[config.mk]
export PLATFORM = sky130hd
export DESIGN_NAME = asid_core
export DESIGN_NICKNAME = d
export VERILOG_FILES = /design/src/shared/asid_pkg.sv /design/src/design/asid_alu.sv /design/src/design/asid_core.sv
export SDC_FILE = /design/constraint.sdc
export NUM_CORES = 1
export LEC_CHECK = 0
export ABC_AREA = 1
export BUFFER_PORTS_ARGS = -buffer_cell sky130_fd_sc_hd__buf_2
export CORE_ASPECT_RATIO = 0.75
export CORE_UTILIZATION = 47
export CTS_CLUSTER_SIZE = 14
export DETAILED_ROUTE_END_ITERATION = 7
export GPL_ROUTABILITY_DRIVEN = 0
export PLACE_DENSITY_LB_ADDON = 0.05
export SYNTH_ARGS = -nofsm -noshare
export SYNTH_HDL_FRONTEND = slang
export SYNTH_SLANG_ARGS = --single-unit
export TNS_END_PERCENT = 100
[constraint.sdc]
create_clock -name CLK_IN -period 2.63 [get_ports CLK_IN]
set_clock_uncertainty 0.2 [all_clocks]
set_input_delay 0.3945 -clock CLK_IN [delete_from_list [all_inputs] [get_ports CLK_IN]]
set_output_delay 0.3945 -clock CLK_IN [all_outputs]
set_load 0.05 [all_outputs]
[src/shared/asid_pkg.sv]
// constants and types for the add/subtract decode and execute block
// assumes a single clock domain inside the cpu core
package asid_pkg;
    // ==========================================================
    // instruction word fields
    localparam int OPC_MSB = 15;
    localparam int OPC_LSB = 10;
    localparam int ROW_MSB = 9;
    localparam int ROW_LSB = 8;
    localparam int COL_MSB = 7;
    localparam int COL_LSB = 4;
    localparam int OPD_MSB = 3;
    localparam int OPD_LSB = 0;
    // ==========================================================
    // opcodes
    localparam logic [5:0] OPC_SUM_IMM       = 6'h00;
    localparam logic [5:0] OPC_SUM_IMM_CARRY = 6'h01;
    localparam logic [5:0] OPC_DIFF_IMM      = 6'h02;
    localparam logic [5:0] OPC_DIFF_IMM_BRW  = 6'h03;
    localparam logic [5:0] OPC_SUM_MEM       = 6'h08;
    localparam logic [5:0] OPC_SUM_MEM_CARRY = 6'h09;
    localparam logic [5:0] OPC_DIFF_MEM      = 6'h0a;
    localparam logic [5:0] OPC_COMPARE_LT    = 6'h1c;
    localparam logic [5:0] OPC_COMPARE_LTC   = 6'h1d;
    // ==========================================================
    // address ranges
    localparam logic [7:0] MEM_LIMIT  = 8'h3f;
    localparam logic [7:0] REG_LIMIT  = 8'h0f;
    localparam logic [7:0] WIDE_LIMIT = 8'hff;
    // ==========================================================
    // related core widths
    localparam int IRQ_PTR_W  = 2;
    localparam int IRQ_FILE_W = 26;
    localparam int IRQ_DEPTH  = 4;
    localparam int RET_W      = 14;
    localparam int RET_DEPTH  = 16;
    localparam int PORT_W     = 4;
    localparam int JUMP_W     = 13;
    localparam int CALL_W     = 6;
    localparam int TBL_W      = 14;
    localparam int ROW_SEL_W  = 6;
    // ==========================================================
    // reset values
    localparam logic RST_CARRY = 1'b0;
    // ==========================================================
    // execute sequencing
    typedef enum logic [1:0] {
        ASID_IDLE  = 2'b00,
        ASID_FETCH = 2'b01,
        ASID_WRITE = 2'b10
    } asid_state_t;
endpackage

[src/design/asid_alu.sv]
// 4-bit adder/subtractor with carry in and carry/borrow out
// assumes operands already selected by the decode stage
`timescale 1ns/100ps
module asid_alu (
    // operands
    input  wire logic [3:0] a_in,
    input  wire logic [3:0] b_in,
    input  wire logic       cin_in,
    input  wire logic       sub_in,
    // result
    output logic      [3:0] res_out,
    output logic            cout_out
);
    // ==========================================================
    // arithmetic
    logic [4:0] wide_sum;
    logic [4:0] wide_diff;
    assign wide_sum  = {1'b0, a_in} + {1'b0, b_in} + {4'h0, cin_in};
    assign wide_diff = {1'b0, a_in} - {1'b0, b_in} - {4'h0, cin_in};
    // only the low nibble survives; bit 4 is carry or borrow
    assign res_out  = sub_in ? wide_diff[3:0] : wide_sum[3:0];
    assign cout_out = sub_in ? wide_diff[4] : wide_sum[4];
endmodule

[src/design/asid_core.sv]
// decode and execute of the 4-bit add and subtract instructions
// assumes one-cycle data memory read, owned by the surrounding core
//
// What this block does
// - opcodes 00/01: memory plus immediate, optional carry
// - opcodes 08/09: register plus memory, optional carry
// - opcodes 02/03/0a: subtractions, borrow variant
// - word splits into opcode, row, column, operand
// - column and row form memory address
// - ordinary memory operand limited to 000-03f
// - general registers sit at 000-00f
// - low operand field picks the register
// - load/store widen row to four bits
// - arithmetic immediates are four bits
// - row-select load alone takes six-bit immediate
// - two-bit save pointer, 26-bit save entries
// - return pointer and entries fourteen bits
// - port code is four bits
// - 13-bit jump field, 6-bit call field
// - table-read pointer is fourteen bits
// - carry set on carry or borrow
// - carry untouched by other instructions
`timescale 1ns/100ps
module asid_core (
    // clock and reset
    input  wire logic        CLK_IN,
    input  wire logic        SRST_IN,
    // instruction issue
    input  wire logic        ISSUE_IN,
    input  wire logic [15:0] INSTR_IN,
    input  wire logic        WIDE_OP_IN,
    // data memory read port
    output logic      [8:0]  RD_ADDR_OUT,
    input  wire logic [3:0]  RD_DATA_IN,
    // data memory write port
    output logic             WR_EN_OUT,
    output logic      [8:0]  WR_ADDR_OUT,
    output logic      [3:0]  WR_DATA_OUT,
    // other carry writers in the core
    input  wire logic        CARRY_LOAD_IN,
    input  wire logic        CARRY_VAL_IN,
    // status
    output logic             BUSY_OUT,
    output logic             DONE_OUT,
    output logic             CARRY_OUT,
    // decoded side fields and core pointers for the rest of the core
    output logic      [5:0]  ROW_SEL_IMM_OUT,
    output logic      [3:0]  PORT_CODE_OUT,
    output logic      [12:0] JUMP_TARGET_OUT,
    output logic      [5:0]  CALL_PAGE_OUT,
    output logic      [1:0]  IRQ_PTR_OUT,
    output logic      [13:0] RET_PTR_OUT,
    output logic      [13:0] TBL_PTR_OUT
);
    // ==========================================================
    // field split
    logic [5:0] opcode_field;
    logic [1:0] row_field;
    logic [3:0] column_field;
    logic [3:0] reg_number_field;
    logic [3:0] wide_row_field;
    assign opcode_field     = INSTR_IN[asid_pkg::OPC_MSB:asid_pkg::OPC_LSB];
    assign row_field        = INSTR_IN[asid_pkg::ROW_MSB:asid_pkg::ROW_LSB];
    assign column_field     = INSTR_IN[asid_pkg::COL_MSB:asid_pkg::COL_LSB];
    assign reg_number_field = INSTR_IN[asid_pkg::OPD_MSB:asid_pkg::OPD_LSB];
    assign wide_row_field   = INSTR_IN[11:8];

    // ==========================================================
    // opcode decode
    logic is_sum_imm;
    logic is_sum_imm_carry;
    logic is_diff_imm;
    logic is_diff_imm_brw;
    logic is_sum_mem;
    logic is_sum_mem_carry;
    logic is_diff_mem;
    logic is_imm_form;
    logic is_arith;
    assign is_sum_imm       = opcode_field == asid_pkg::OPC_SUM_IMM;
    assign is_sum_imm_carry = opcode_field == asid_pkg::OPC_SUM_IMM_CARRY;
    assign is_diff_imm      = opcode_field == asid_pkg::OPC_DIFF_IMM;
    assign is_diff_imm_brw  = opcode_field == asid_pkg::OPC_DIFF_IMM_BRW;
    assign is_sum_mem       = opcode_field == asid_pkg::OPC_SUM_MEM;
    assign is_sum_mem_carry = opcode_field == asid_pkg::OPC_SUM_MEM_CARRY;
    assign is_diff_mem      = opcode_field == asid_pkg::OPC_DIFF_MEM;
    assign is_imm_form = is_sum_imm | is_sum_imm_carry | is_diff_imm | is_diff_imm_brw;
    assign is_arith    = is_imm_form | is_sum_mem | is_sum_mem_carry | is_diff_mem;

    // ==========================================================
    // addresses
    logic [8:0] mem_addr;
    logic [8:0] reg_addr;
    logic [8:0] wide_addr;
    // two-bit row keeps the ordinary operand inside 000-03f
    assign mem_addr  = {3'h0, row_field, column_field};
    assign reg_addr  = {5'h00, reg_number_field};
    assign wide_addr = {1'b0, wide_row_field, column_field};

    // ==========================================================
    // latched instruction
    logic [3:0] opd_ff;
    logic [8:0] m_addr_ff;
    logic [8:0] r_addr_ff;
    logic       imm_form_ff;
    logic       sub_ff;
    logic       use_cy_ff;
    logic       nxt_sub;
    logic       nxt_use_cy;
    assign nxt_sub    = is_diff_imm | is_diff_imm_brw | is_diff_mem;
    assign nxt_use_cy = is_sum_imm_carry | is_sum_mem_carry | is_diff_imm_brw;

    asid_pkg::asid_state_t state_ff;
    asid_pkg::asid_state_t nxt_state;
    logic [3:0] mem_val_ff;
    logic       fetch_go;
    assign fetch_go = (state_ff == asid_pkg::ASID_IDLE) && ISSUE_IN && is_arith;

    always_comb begin
        case (state_ff)
            asid_pkg::ASID_IDLE:  nxt_state = fetch_go ? asid_pkg::ASID_FETCH
                                                       : asid_pkg::ASID_IDLE;
            asid_pkg::ASID_FETCH: nxt_state = asid_pkg::ASID_WRITE;
            asid_pkg::ASID_WRITE: nxt_state = asid_pkg::ASID_IDLE;
            default:              nxt_state = asid_pkg::ASID_IDLE;
        endcase
    end

    always_ff @(posedge CLK_IN) begin
        if (SRST_IN) begin
            state_ff <= asid_pkg::ASID_IDLE;
        end else begin
            state_ff <= nxt_state;
        end
    end

    always_ff @(posedge CLK_IN) begin
        if (SRST_IN) begin
            opd_ff      <= 4'h0;
            m_addr_ff   <= 9'h000;
            r_addr_ff   <= 9'h000;
            imm_form_ff <= 1'b0;
            sub_ff      <= 1'b0;
            use_cy_ff   <= 1'b0;
        end else if (fetch_go) begin
            opd_ff      <= reg_number_field;
            m_addr_ff   <= mem_addr;
            r_addr_ff   <= reg_addr;
            imm_form_ff <= is_imm_form;
            sub_ff      <= nxt_sub;
            use_cy_ff   <= nxt_use_cy;
        end
    end

    // ==========================================================
    // operand read: memory in fetch, register in write stage
    logic [3:0] reg_val;
    assign reg_val = RD_DATA_IN;
    assign RD_ADDR_OUT = (state_ff == asid_pkg::ASID_FETCH) ? m_addr_ff : r_addr_ff;

    always_ff @(posedge CLK_IN) begin
        if (SRST_IN) begin
            mem_val_ff <= 4'h0;
        end else if (state_ff == asid_pkg::ASID_IDLE) begin
            mem_val_ff <= 4'h0;
        end else if (state_ff == asid_pkg::ASID_FETCH) begin
            mem_val_ff <= RD_DATA_IN;
        end
    end

    // memory read is combinational on address: fetch stage data is memory,
    // write stage data is the register; register read only counts for r forms
    logic [3:0] op_a;
    logic [3:0] op_b;
    logic [3:0] alu_res;
    logic       alu_cout;
    logic       carry_ff;
    logic       cin;
    assign op_a = imm_form_ff ? mem_val_ff : reg_val;
    assign op_b = imm_form_ff ? opd_ff : mem_val_ff;
    assign cin  = use_cy_ff & carry_ff;

    asid_alu u_alu (
        .a_in     (op_a),
        .b_in     (op_b),
        .cin_in   (cin),
        .sub_in   (sub_ff),
        .res_out  (alu_res),
        .cout_out (alu_cout)
    );

    // ==========================================================
    // write back and carry
    logic finish;
    assign finish = state_ff == asid_pkg::ASID_WRITE;

    always_ff @(posedge CLK_IN) begin
        if (SRST_IN) begin
            WR_EN_OUT   <= 1'b0;
            WR_ADDR_OUT <= 9'h000;
            WR_DATA_OUT <= 4'h0;
            DONE_OUT    <= 1'b0;
        end else begin
            WR_EN_OUT   <= finish;
            WR_ADDR_OUT <= imm_form_ff ? m_addr_ff : r_addr_ff;
            WR_DATA_OUT <= alu_res;
            DONE_OUT    <= finish;
        end
    end

    // arithmetic wins over a simultaneous load from another unit
    always_ff @(posedge CLK_IN) begin
        if (SRST_IN) begin
            carry_ff <= asid_pkg::RST_CARRY;
        end else if (finish) begin
            carry_ff <= alu_cout;
        end else if (CARRY_LOAD_IN) begin
            carry_ff <= CARRY_VAL_IN;
        end
    end

    assign CARRY_OUT = carry_ff;
    assign BUSY_OUT  = state_ff != asid_pkg::ASID_IDLE;

    // ==========================================================
    // side fields and related core pointers
    logic [5:0]  row_sel_ff;
    logic [3:0]  port_ff;
    logic [12:0] jump_ff;
    logic [5:0]  call_ff;
    logic [1:0]  irq_save_depth_ptr;
    logic [13:0] return_addr_ptr;
    logic [13:0] table_read_pointer;
    logic [25:0] irq_save_file [asid_pkg::IRQ_DEPTH];
    logic [13:0] return_addr_file [asid_pkg::RET_DEPTH];

    always_ff @(posedge CLK_IN) begin
        if (SRST_IN) begin
            row_sel_ff <= 6'h00;
            port_ff    <= 4'h0;
            jump_ff    <= 13'h0000;
            call_ff    <= 6'h00;
        end else if (ISSUE_IN) begin
            row_sel_ff <= INSTR_IN[9:4];
            port_ff    <= INSTR_IN[3:0];
            jump_ff    <= INSTR_IN[12:0];
            call_ff    <= INSTR_IN[9:4];
        end
    end

    // storage shapes only; push/pop belong to the sequencer elsewhere
    always_ff @(posedge CLK_IN) begin
        if (SRST_IN) begin
            irq_save_depth_ptr <= 2'h0;
            return_addr_ptr    <= 14'h0000;
            table_read_pointer <= 14'h0000;
        end
    end

    generate
        for (genvar gi = 0; gi < asid_pkg::IRQ_DEPTH; gi++) begin : g_irq
            always_ff @(posedge CLK_IN) begin
                if (SRST_IN) begin
                    irq_save_file[gi] <= 26'h0000000;
                end
            end
        end
        for (genvar gr = 0; gr < asid_pkg::RET_DEPTH; gr++) begin : g_ret
            always_ff @(posedge CLK_IN) begin
                if (SRST_IN) begin
                    return_addr_file[gr] <= 14'h0000;
                end
            end
        end
    endgenerate

    assign ROW_SEL_IMM_OUT = row_sel_ff;
    assign PORT_CODE_OUT   = port_ff;
    assign JUMP_TARGET_OUT = jump_ff;
    assign CALL_PAGE_OUT   = call_ff;
    assign IRQ_PTR_OUT     = irq_save_depth_ptr;
    assign RET_PTR_OUT     = return_addr_ptr;
    assign TBL_PTR_OUT     = table_read_pointer;

    // ==========================================================
    // wide address view for load/store, not driven out; only chk_wide_range reads it
    logic [8:0] wide_addr_sel;
    assign wide_addr_sel = WIDE_OP_IN ? wide_addr : mem_addr;

    // ==========================================================
    // checks
    chk_mem_range: assert property (@(posedge CLK_IN) disable iff (SRST_IN)
        (state_ff == asid_pkg::ASID_FETCH) |-> (m_addr_ff <= 9'h03f))
        else $error("memory operand outside ordinary range");
    chk_reg_range: assert property (@(posedge CLK_IN) disable iff (SRST_IN)
        (state_ff == asid_pkg::ASID_FETCH) |-> (r_addr_ff <= 9'h00f))
        else $error("register address outside register range");
    chk_wide_range: assert property (@(posedge CLK_IN) disable iff (SRST_IN)
        wide_addr_sel <= 9'h0ff)
        else $error("wide address outside range");
    chk_issue_write: assert property (@(posedge CLK_IN) disable iff (SRST_IN)
        fetch_go |-> ##3 WR_EN_OUT)
        else $error("write back not three cycles after issue");
    chk_imm_dest: assert property (@(posedge CLK_IN) disable iff (SRST_IN)
        (fetch_go && is_imm_form) |-> ##3 (WR_ADDR_OUT == $past(mem_addr, 3)))
        else $error("immediate form wrote wrong address");
    chk_reg_dest: assert property (@(posedge CLK_IN) disable iff (SRST_IN)
        (fetch_go && !is_imm_form) |-> ##3 (WR_ADDR_OUT == $past(reg_addr, 3)))
        else $error("register form wrote wrong address");
    chk_carry_hold: assert property (@(posedge CLK_IN) disable iff (SRST_IN)
        (!finish && !CARRY_LOAD_IN) |=> $stable(carry_ff))
        else $error("carry changed without cause");
    chk_carry_set: assert property (@(posedge CLK_IN) disable iff (SRST_IN)
        finish |=> (carry_ff == $past(alu_cout)))
        else $error("carry not updated from result");
    chk_busy_len: assert property (@(posedge CLK_IN) disable iff (SRST_IN)
        fetch_go |=> BUSY_OUT [*2] ##1 !BUSY_OUT)
        else $error("busy length wrong");

    cov_sum_imm: cover property (@(posedge CLK_IN) fetch_go && is_sum_imm);
    cov_diff_mem: cover property (@(posedge CLK_IN) fetch_go && is_diff_mem);
    cov_carry_out: cover property (@(posedge CLK_IN) finish && alu_cout);
    cov_carry_chain: cover property (@(posedge CLK_IN) fetch_go && is_sum_mem_carry && carry_ff);
endmodule

==> results of run 1 <==
==> critical path: stages, from the launching register on <==
cell and delay (ns):
dfxtp_1 0.32, inv_1 0.06, o21ai_2 0.18, inv_1 0.10
nand2_1 0.09, nand2_1 0.05, inv_1 0.04, ha_1 0.12
inv_1 0.03, nand2_1 0.12, inv_1 0.07, fa_1 0.43
nand2_1 0.09, nand2_1 0.06, nand3b_1 0.08, nand3_1 0.08
nand2_1 0.10, a21oi_1 0.06
==> cells by family (layout without fill, tap and decap cells) <==
group	Yosys count	in the layout	synth area share (%)
and+or+nand+nor	105	105	17.3
buffers and inverters	102	123	24.5
AOI/OAI and AO/OA	71	71	15.0
DFF	44	44	35.6
adders and majority gates	12	12	6.98
other	1	36	0.152
xor gates and xnor gates	1	1	0.354
==> registers in the layout (all words and copies together), names as in the netlist <==
signal / count
use_cy_ff: 1
mem_val_ff: 4
JUMP_TARGET_OUT: 10
WR_ADDR_OUT: 6
r_addr_ff: 4
m_addr_ff: 6
DONE_OUT: 1
state_ff: 2
imm_form_ff: 1
CARRY_OUT: 1
PORT_CODE_OUT: 3
sub_ff: 1
WR_DATA_OUT: 4
==> layer usage <==
metal / routed length (um) / share of wire [%] / vias up
met2: 2040 / 41 / 72
met3: 321 / 6.5 / 4
met5: 0 / 0 / -
met4: 38 / 0.77 / 0
li1: - / - / 1080
met1: 2540 / 51 / 899
==> where the power goes <==
group | internal, mW | switching (mW)
Clock | 0.210 | 0.228
Sequential | 0.696 | 0.0157
Combinational | 0.0816 | 0.360
Total | 0.988 | 0.604
==> final timing paths <==
check                  endpoint  slack [ns]  cells past startpoint
min          JUMP_TARGET_OUT[7]        0.14                      3
min reg2reg      WR_ADDR_OUT[5]        0.26                      2
max reg2reg           CARRY_OUT        0.25                     17
max                   CARRY_OUT        0.25                     17
==> cell usage after synthesis, types with 2 or more instances <==
cell,number
a211oi_1,4
a21oi_1,21
buf_1,2
buf_2,4
buf_4,53
buf_6,2
clkbuf_1,3
dfxtp_1,44
fa_1,3
ha_1,9
inv_1,36
nand2_1,43
nand3_1,9
nand3b_1,2
nor2_1,48
o21ai_0,35
o21ai_1,9
==> what timing repair did <==
item / in CTS / in global routing
hold endpoints to repair: 0 / 0
hold buffers: 0 / 0
endpoints found under the setup margin: 0 / 2
gates resized for setup: 0 / 2
==> final cells by class <==
type | instances | share of cell area [%]
clock inverters | 2 | 0.367
inverters | 38 | 5.41
repair buffers | 77 | 14.5
multi-input cells | 225 | 41.1
flip-flops and latches | 44 | 32.3
clock buffers | 6 | 3.03
well taps | 72 | 3.30
==> per-stage QoR <==
stage | total power [mW] | util [%]
detailed placement | 1.17 | 52.8
finish | 1.59 | 54.8
global placement | 1.17 | 52.8
global route | 1.67 | 54.8
floorplan | 1.15 | -
CTS | 1.61 | 54.7
==> flow_summary_export.csv, run 1 <==
group,metric,value,unit
setup_path,crit_arrival,2.37,ns
placed_design,place_ws,0.191,ns
grt,grt_max_degree,21,
floorplanning,fp.dieW,85.8,um
drt,first_pass_iters,4,
finish,synthToLayoutAreaGrowth,10.3,%
logic_synthesis,post_synth.cell_area_avg,7.36,um^2
finish,nets,429,
logic_synthesis,yosysSeqAreaShare,35.6,%
sta,rsz0062_at_grt,"false",
floorplanning,rows,22,
sta,final_hold_viol_count,0,
outcome,status,"finished, final reports clean",
flow_run,cap_violations,0,
sta,finalSetupTns,0,ns
finish,antenna_cells,0,
placed_design,hpwlAfterDp,3.77,mm
drt,wirelength,4.93,mm
placed_design,placed_cell_area,0.00263,mm^2
setup_path,worst_ep_required_time,2.62,ns
setup_path,crit_path_end_kind,"register",
finish,final_area,0.00273,mm^2
setup_path,critPathLaunchType,"register",
logic_synthesis,ys_warn_count,0,
floorplanning,start_util,49.6,%
drt,drtIter0Drc,73,
sta,setup_slack,0.249,ns
logic_synthesis,ys_types,26,
logic_synthesis,synth.area.top_cells,"dfxtp_1, buf_4, nor2_1",
floorplanning,die-area,0.00556,mm^2
drt,ant_nets,0,
logic_synthesis,ys_ff_latch,44,
worst_hold_path,min_from,"INSTR_IN[7]",
logic_synthesis,async_flop_share,0,%
logic_synthesis,syn-cell-area,0.00247,mm^2
grt,grt.met2_usage,29.4,%
power,power_density,583,mW/mm^2
cts,clock_tree.buffer_depth,2,
drt,vias,2055,
drt,viasPerCell,4.43,
finish,final_common_cell,"buf_2",
worst_hold_path,hold_path_class,"input port to register",
power,peakVddDrop,0.298,mV
cts,cts_num_sinks,44,
floorplanning,core,0.00498,mm^2
cts,path_clk_slew,0.08,ns
grt,track_usage,18.9,%
power,p_leak,1.41,nW
finish,multiInputGateArea,0.00112,mm^2
cts,cts_buffers,5,
grt,grt_overflow,0,
sta,setup_violations,0,
cts,worstSkewPairLatency,0.29,ns
logic_synthesis,synth_flop_cell,"dfxtp_1",
grt,grt_util_met1,25.6,%
floorplanning,io-pin-count,111,
finish,n_fill_cell,504,
placed_design,port-buffer-count,73,
sta,report.final.slew_viol_count,0,
grt,grt_pass1_vias,1744,
sta,max_freq,420,MHz
grt,antenna_found_initial,0,
logic_synthesis,netlist.area_leader.share,35.6,%
sta,fin_crit,2.38,ns
setup_path,setup.worst_path.class,"register to register",
grt,top_usage_layer,"met2",
cts,cts_root_buf,"clkbuf_8",
cts,htree_num_levels,2,
finish,seqCellArea,882,um^2
setup_path,setup.worst_path.start,"mem_val_ff[0]",
cts,cts_tree,"yes",
setup_path,crit_fanout,3,
sta,slew-limit-headroom,62.9,%
sta,fin_crit_sh,90.5,%
finish,layout_common_cells,"buf_2, nor2_1, dfxtp_1, nand2_1",
logic_synthesis,netlist.top_cell.by_area,"dfxtp_1",
finish,drive_gt1_share,23.7,%
drt,drc,0,
sta,worst_slew_pin_slew,0.556,ns
grt,grt_pass1_wl,8.09,mm
floorplanning,die_h,64.8,um
grt,grt_use_met3,5.22,%
cts,cts_setup_buffers,0,
setup_path,reg2reg_from,"mem_val_ff[0]",
logic_synthesis,synthCells,336,
logic_synthesis,synth_edf_count,0,
sta,whs,0.139,ns
finish,finalNonFillerCells,464,
drt,wl_per_cell,10.6,um
placed_design,place_inst,456,
(Power assumes the default switching activity.)
==> inputs of run 2 (changes only) <==
--- a/config.mk
+++ b/config.mk
@@ -8,7 +8,7 @@
 export ABC_AREA = 1
 export BUFFER_PORTS_ARGS = -buffer_cell sky130_fd_sc_hd__buf_2
 export CORE_ASPECT_RATIO = 0.75
-export CORE_UTILIZATION = 47
+export CORE_UTILIZATION = 45
 export CTS_CLUSTER_SIZE = 14
 export DETAILED_ROUTE_END_ITERATION = 7
 export GPL_ROUTABILITY_DRIVEN = 0
==> run 2 against run 1 <==
Against the previous run: clock-buffer cell count rose by 1; global-route usage decreased by 0.22 points; critical endpoint unchanged; setup slack better by 0.0011 ns; sequential power hardly changed; register-to-register slack is essentially flat; cell area is 1.1% higher; critical path depth unchanged; fmax about the same; highest routed layer unchanged; largest power group unchanged.
==> flow_summary_export.csv, run 2 (synthesis results as in run 1) <==
group,metric,value,unit
setup_path,ff2ff_path_depth,17,
floorplanning,die-area,0.00580,mm^2
grt,grt_overflow,0,
finish,nets,428,
power,peakVddDrop,0.305,mV
sta,final_hold_viol_count,0,
power,p_total,1.72,mW
cts,cts_buffers,5,
drt,wl_per_cell,10.7,um
setup_path,setup.worst_path.class,"register to register",
worst_hold_path,hold_path_class,"input port to register",
drt,first_pass_iters,5,
worst_hold_path,whs_path_depth,3,
setup_path,reg2reg_from,"mem_val_ff[0]",
worst_hold_path,holdPathEnd,"JUMP_TARGET_OUT[5]",
finish,layout_common_cells,"buf_2, nor2_1, dfxtp_1, nand2_1",
cts,clock_tree.buffer_depth,2,
floorplanning,rows,22,
power,p_leak,1.42,nW
finish,finalNonFillerCells,463,
power,power_density,624,mW/mm^2
finish,largest_reg_flops,10,
floorplanning,start_util,48.6,%
floorplanning,die_h,66.2,um
power,switchingPower,0.608,mW
setup_path,crit_fanout,3,
flow_run,cap_violations,0,
drt,viasPerCell,4.35,
outcome,status,"finished, final reports clean",
grt,grt_max_degree,26,
power,p_sw_share,35.3,%
finish,synthToLayoutAreaGrowth,11.5,%
cts,htree_num_levels,2,
sta,report.final.slew_viol_count,0,
setup_path,critPathLaunchType,"register",
sta,rsz0062_at_grt,"true",
setup_path,crit_path_end_kind,"register",
grt,track_usage,18.7,%
sta,fin_crit_sh,90.5,%
sta,fin_crit,2.38,ns
drt,drtIter0Drc,78,
placed_design,port-buffer-count,73,
cts,cts_num_sinks,44,
power,clkPwrFrac,33.0,%
finish,antenna_cells,0,
setup_path,r2r_end,"CARRY_OUT",
cts,worstSkewPairLatency,0.29,ns
placed_design,place_inst,455,
cts,cts_setup_buffers,0,
setup_path,worst_ep_required_time,2.62,ns
setup_path,r2r_slack,0.25,ns
cts,path_clk_slew,0.09,ns
cts,cts_root_buf,"clkbuf_8",
finish,drive_gt1_share,23.8,%
drt,vias,2012,
sta,setup_violations,0,
drt,wirelength,4.96,mm
setup_path,crit_arrival,2.37,ns
grt,grt_pass1_vias,1793,
drt,ant_nets,0,
finish,final_common_cell,"buf_2",
worst_hold_path,min_from,"INSTR_IN[5]",
power,internal-power,1.11,mW
grt,antenna_found_initial,0,
drt,drc,0,
sta,max_freq,420,MHz
cts,cts_tree,"yes",
floorplanning,core,0.00509,mm^2
floorplanning,io-pin-count,111,
power,combPwrFrac,25.6,%
grt,grt_pass1_wl,8.23,mm
power,power_frac_seq,41.4,%
floorplanning,fp.dieW,87.6,um
placed_design,hpwlAfterDp,3.80,mm
run 2: changes by cell type in the layout (fill, tap and decap cells not counted), sizes merged:
cell    change
clkinv      -2
buf         -1
bufinv      +1
clkbuf      +1
run 2: stage by stage:
step | setup slack (ns) | TNS [ns] | util, % | hold WS [ns] | instance area, um^2
after floorplan | 0.221 | 0 | - | 0.237 | 2610
after global placement | 0.211 | 0 | 51.5 | 0.256 | 2620
after detailed placement | 0.219 | 0 | 51.5 | 0.257 | 2620
after CTS | 0.150 | 0 | 54.0 | 0.133 | 2750
after global routing | -0.0278 | -0.0278 | 54.2 | 0.149 | 2760
final | 0.250 | 0 | 54.2 | 0.135 | 2760
run 2: routing by layer:
layer	track usage [%]	vias to the layer above	share of wire, %
li1	-	1078	-
met1	25.5	871	52
met2	29.2	59	42
met3	4.74	4	5.3
met4	4.92	0	0.67
met5	0	-	0
run 2: cell type report:
cell class / count / area (um^2)
fillers: 520 / 2330
clock inverters: 1 / 30.0
inverters: 38 / 148
flip-flops and latches: 44 / 882
clock buffers: 7 / 96.3
multi-input cells: 225 / 1120
well taps: 72 / 90.1
repair buffers: 76 / 388
run 2: timing repair:
action	4_1_cts	5_1_grt
endpoints found under the setup margin	0	4
resized for setup	0	3
hold buffers	0	0
run 2: critical path, stage by stage, from the launching register on:
cell and delay, ns:
dfxtp_1 0.31, inv_1 0.06, o21ai_2 0.16, inv_1 0.09
nand2_1 0.08, nand2_1 0.06, inv_1 0.05, ha_1 0.13
inv_1 0.03, nand2_1 0.12, inv_1 0.08, fa_1 0.42
nand2_1 0.08, nand2_1 0.06, nand3b_1 0.09, nand3_1 0.08
nand2_1 0.11, a21oi_1 0.07
run 2: how the worst max path moves through the flow:
stage,depth (start not counted),startpoint,slack [ns],to
finish,17,mem_val_ff[0],0.25,CARRY_OUT
global route,18,mem_val_ff[0],-0.03,CARRY_OUT
CTS,5,state_ff[0],0.15,RD_ADDR_OUT[4]
detailed placement,17,mem_val_ff[0],0.22,CARRY_OUT
global placement,17,imm_form_ff,0.21,CARRY_OUT
floorplan,15,CARRY_OUT,0.22,CARRY_OUT
run 2: power groups by stage:
stage          Combinational (mW)  Clock [mW]  Sequential (mW)
6_report                    0.440       0.568            0.712
5_1_grt                     0.474       0.624            0.717
4_1_cts                     0.442       0.583            0.712
3_5_place_dp                0.440           0            0.728
3_3_place_gp                0.438           0            0.727
2_1_floorplan               0.342           0            0.806
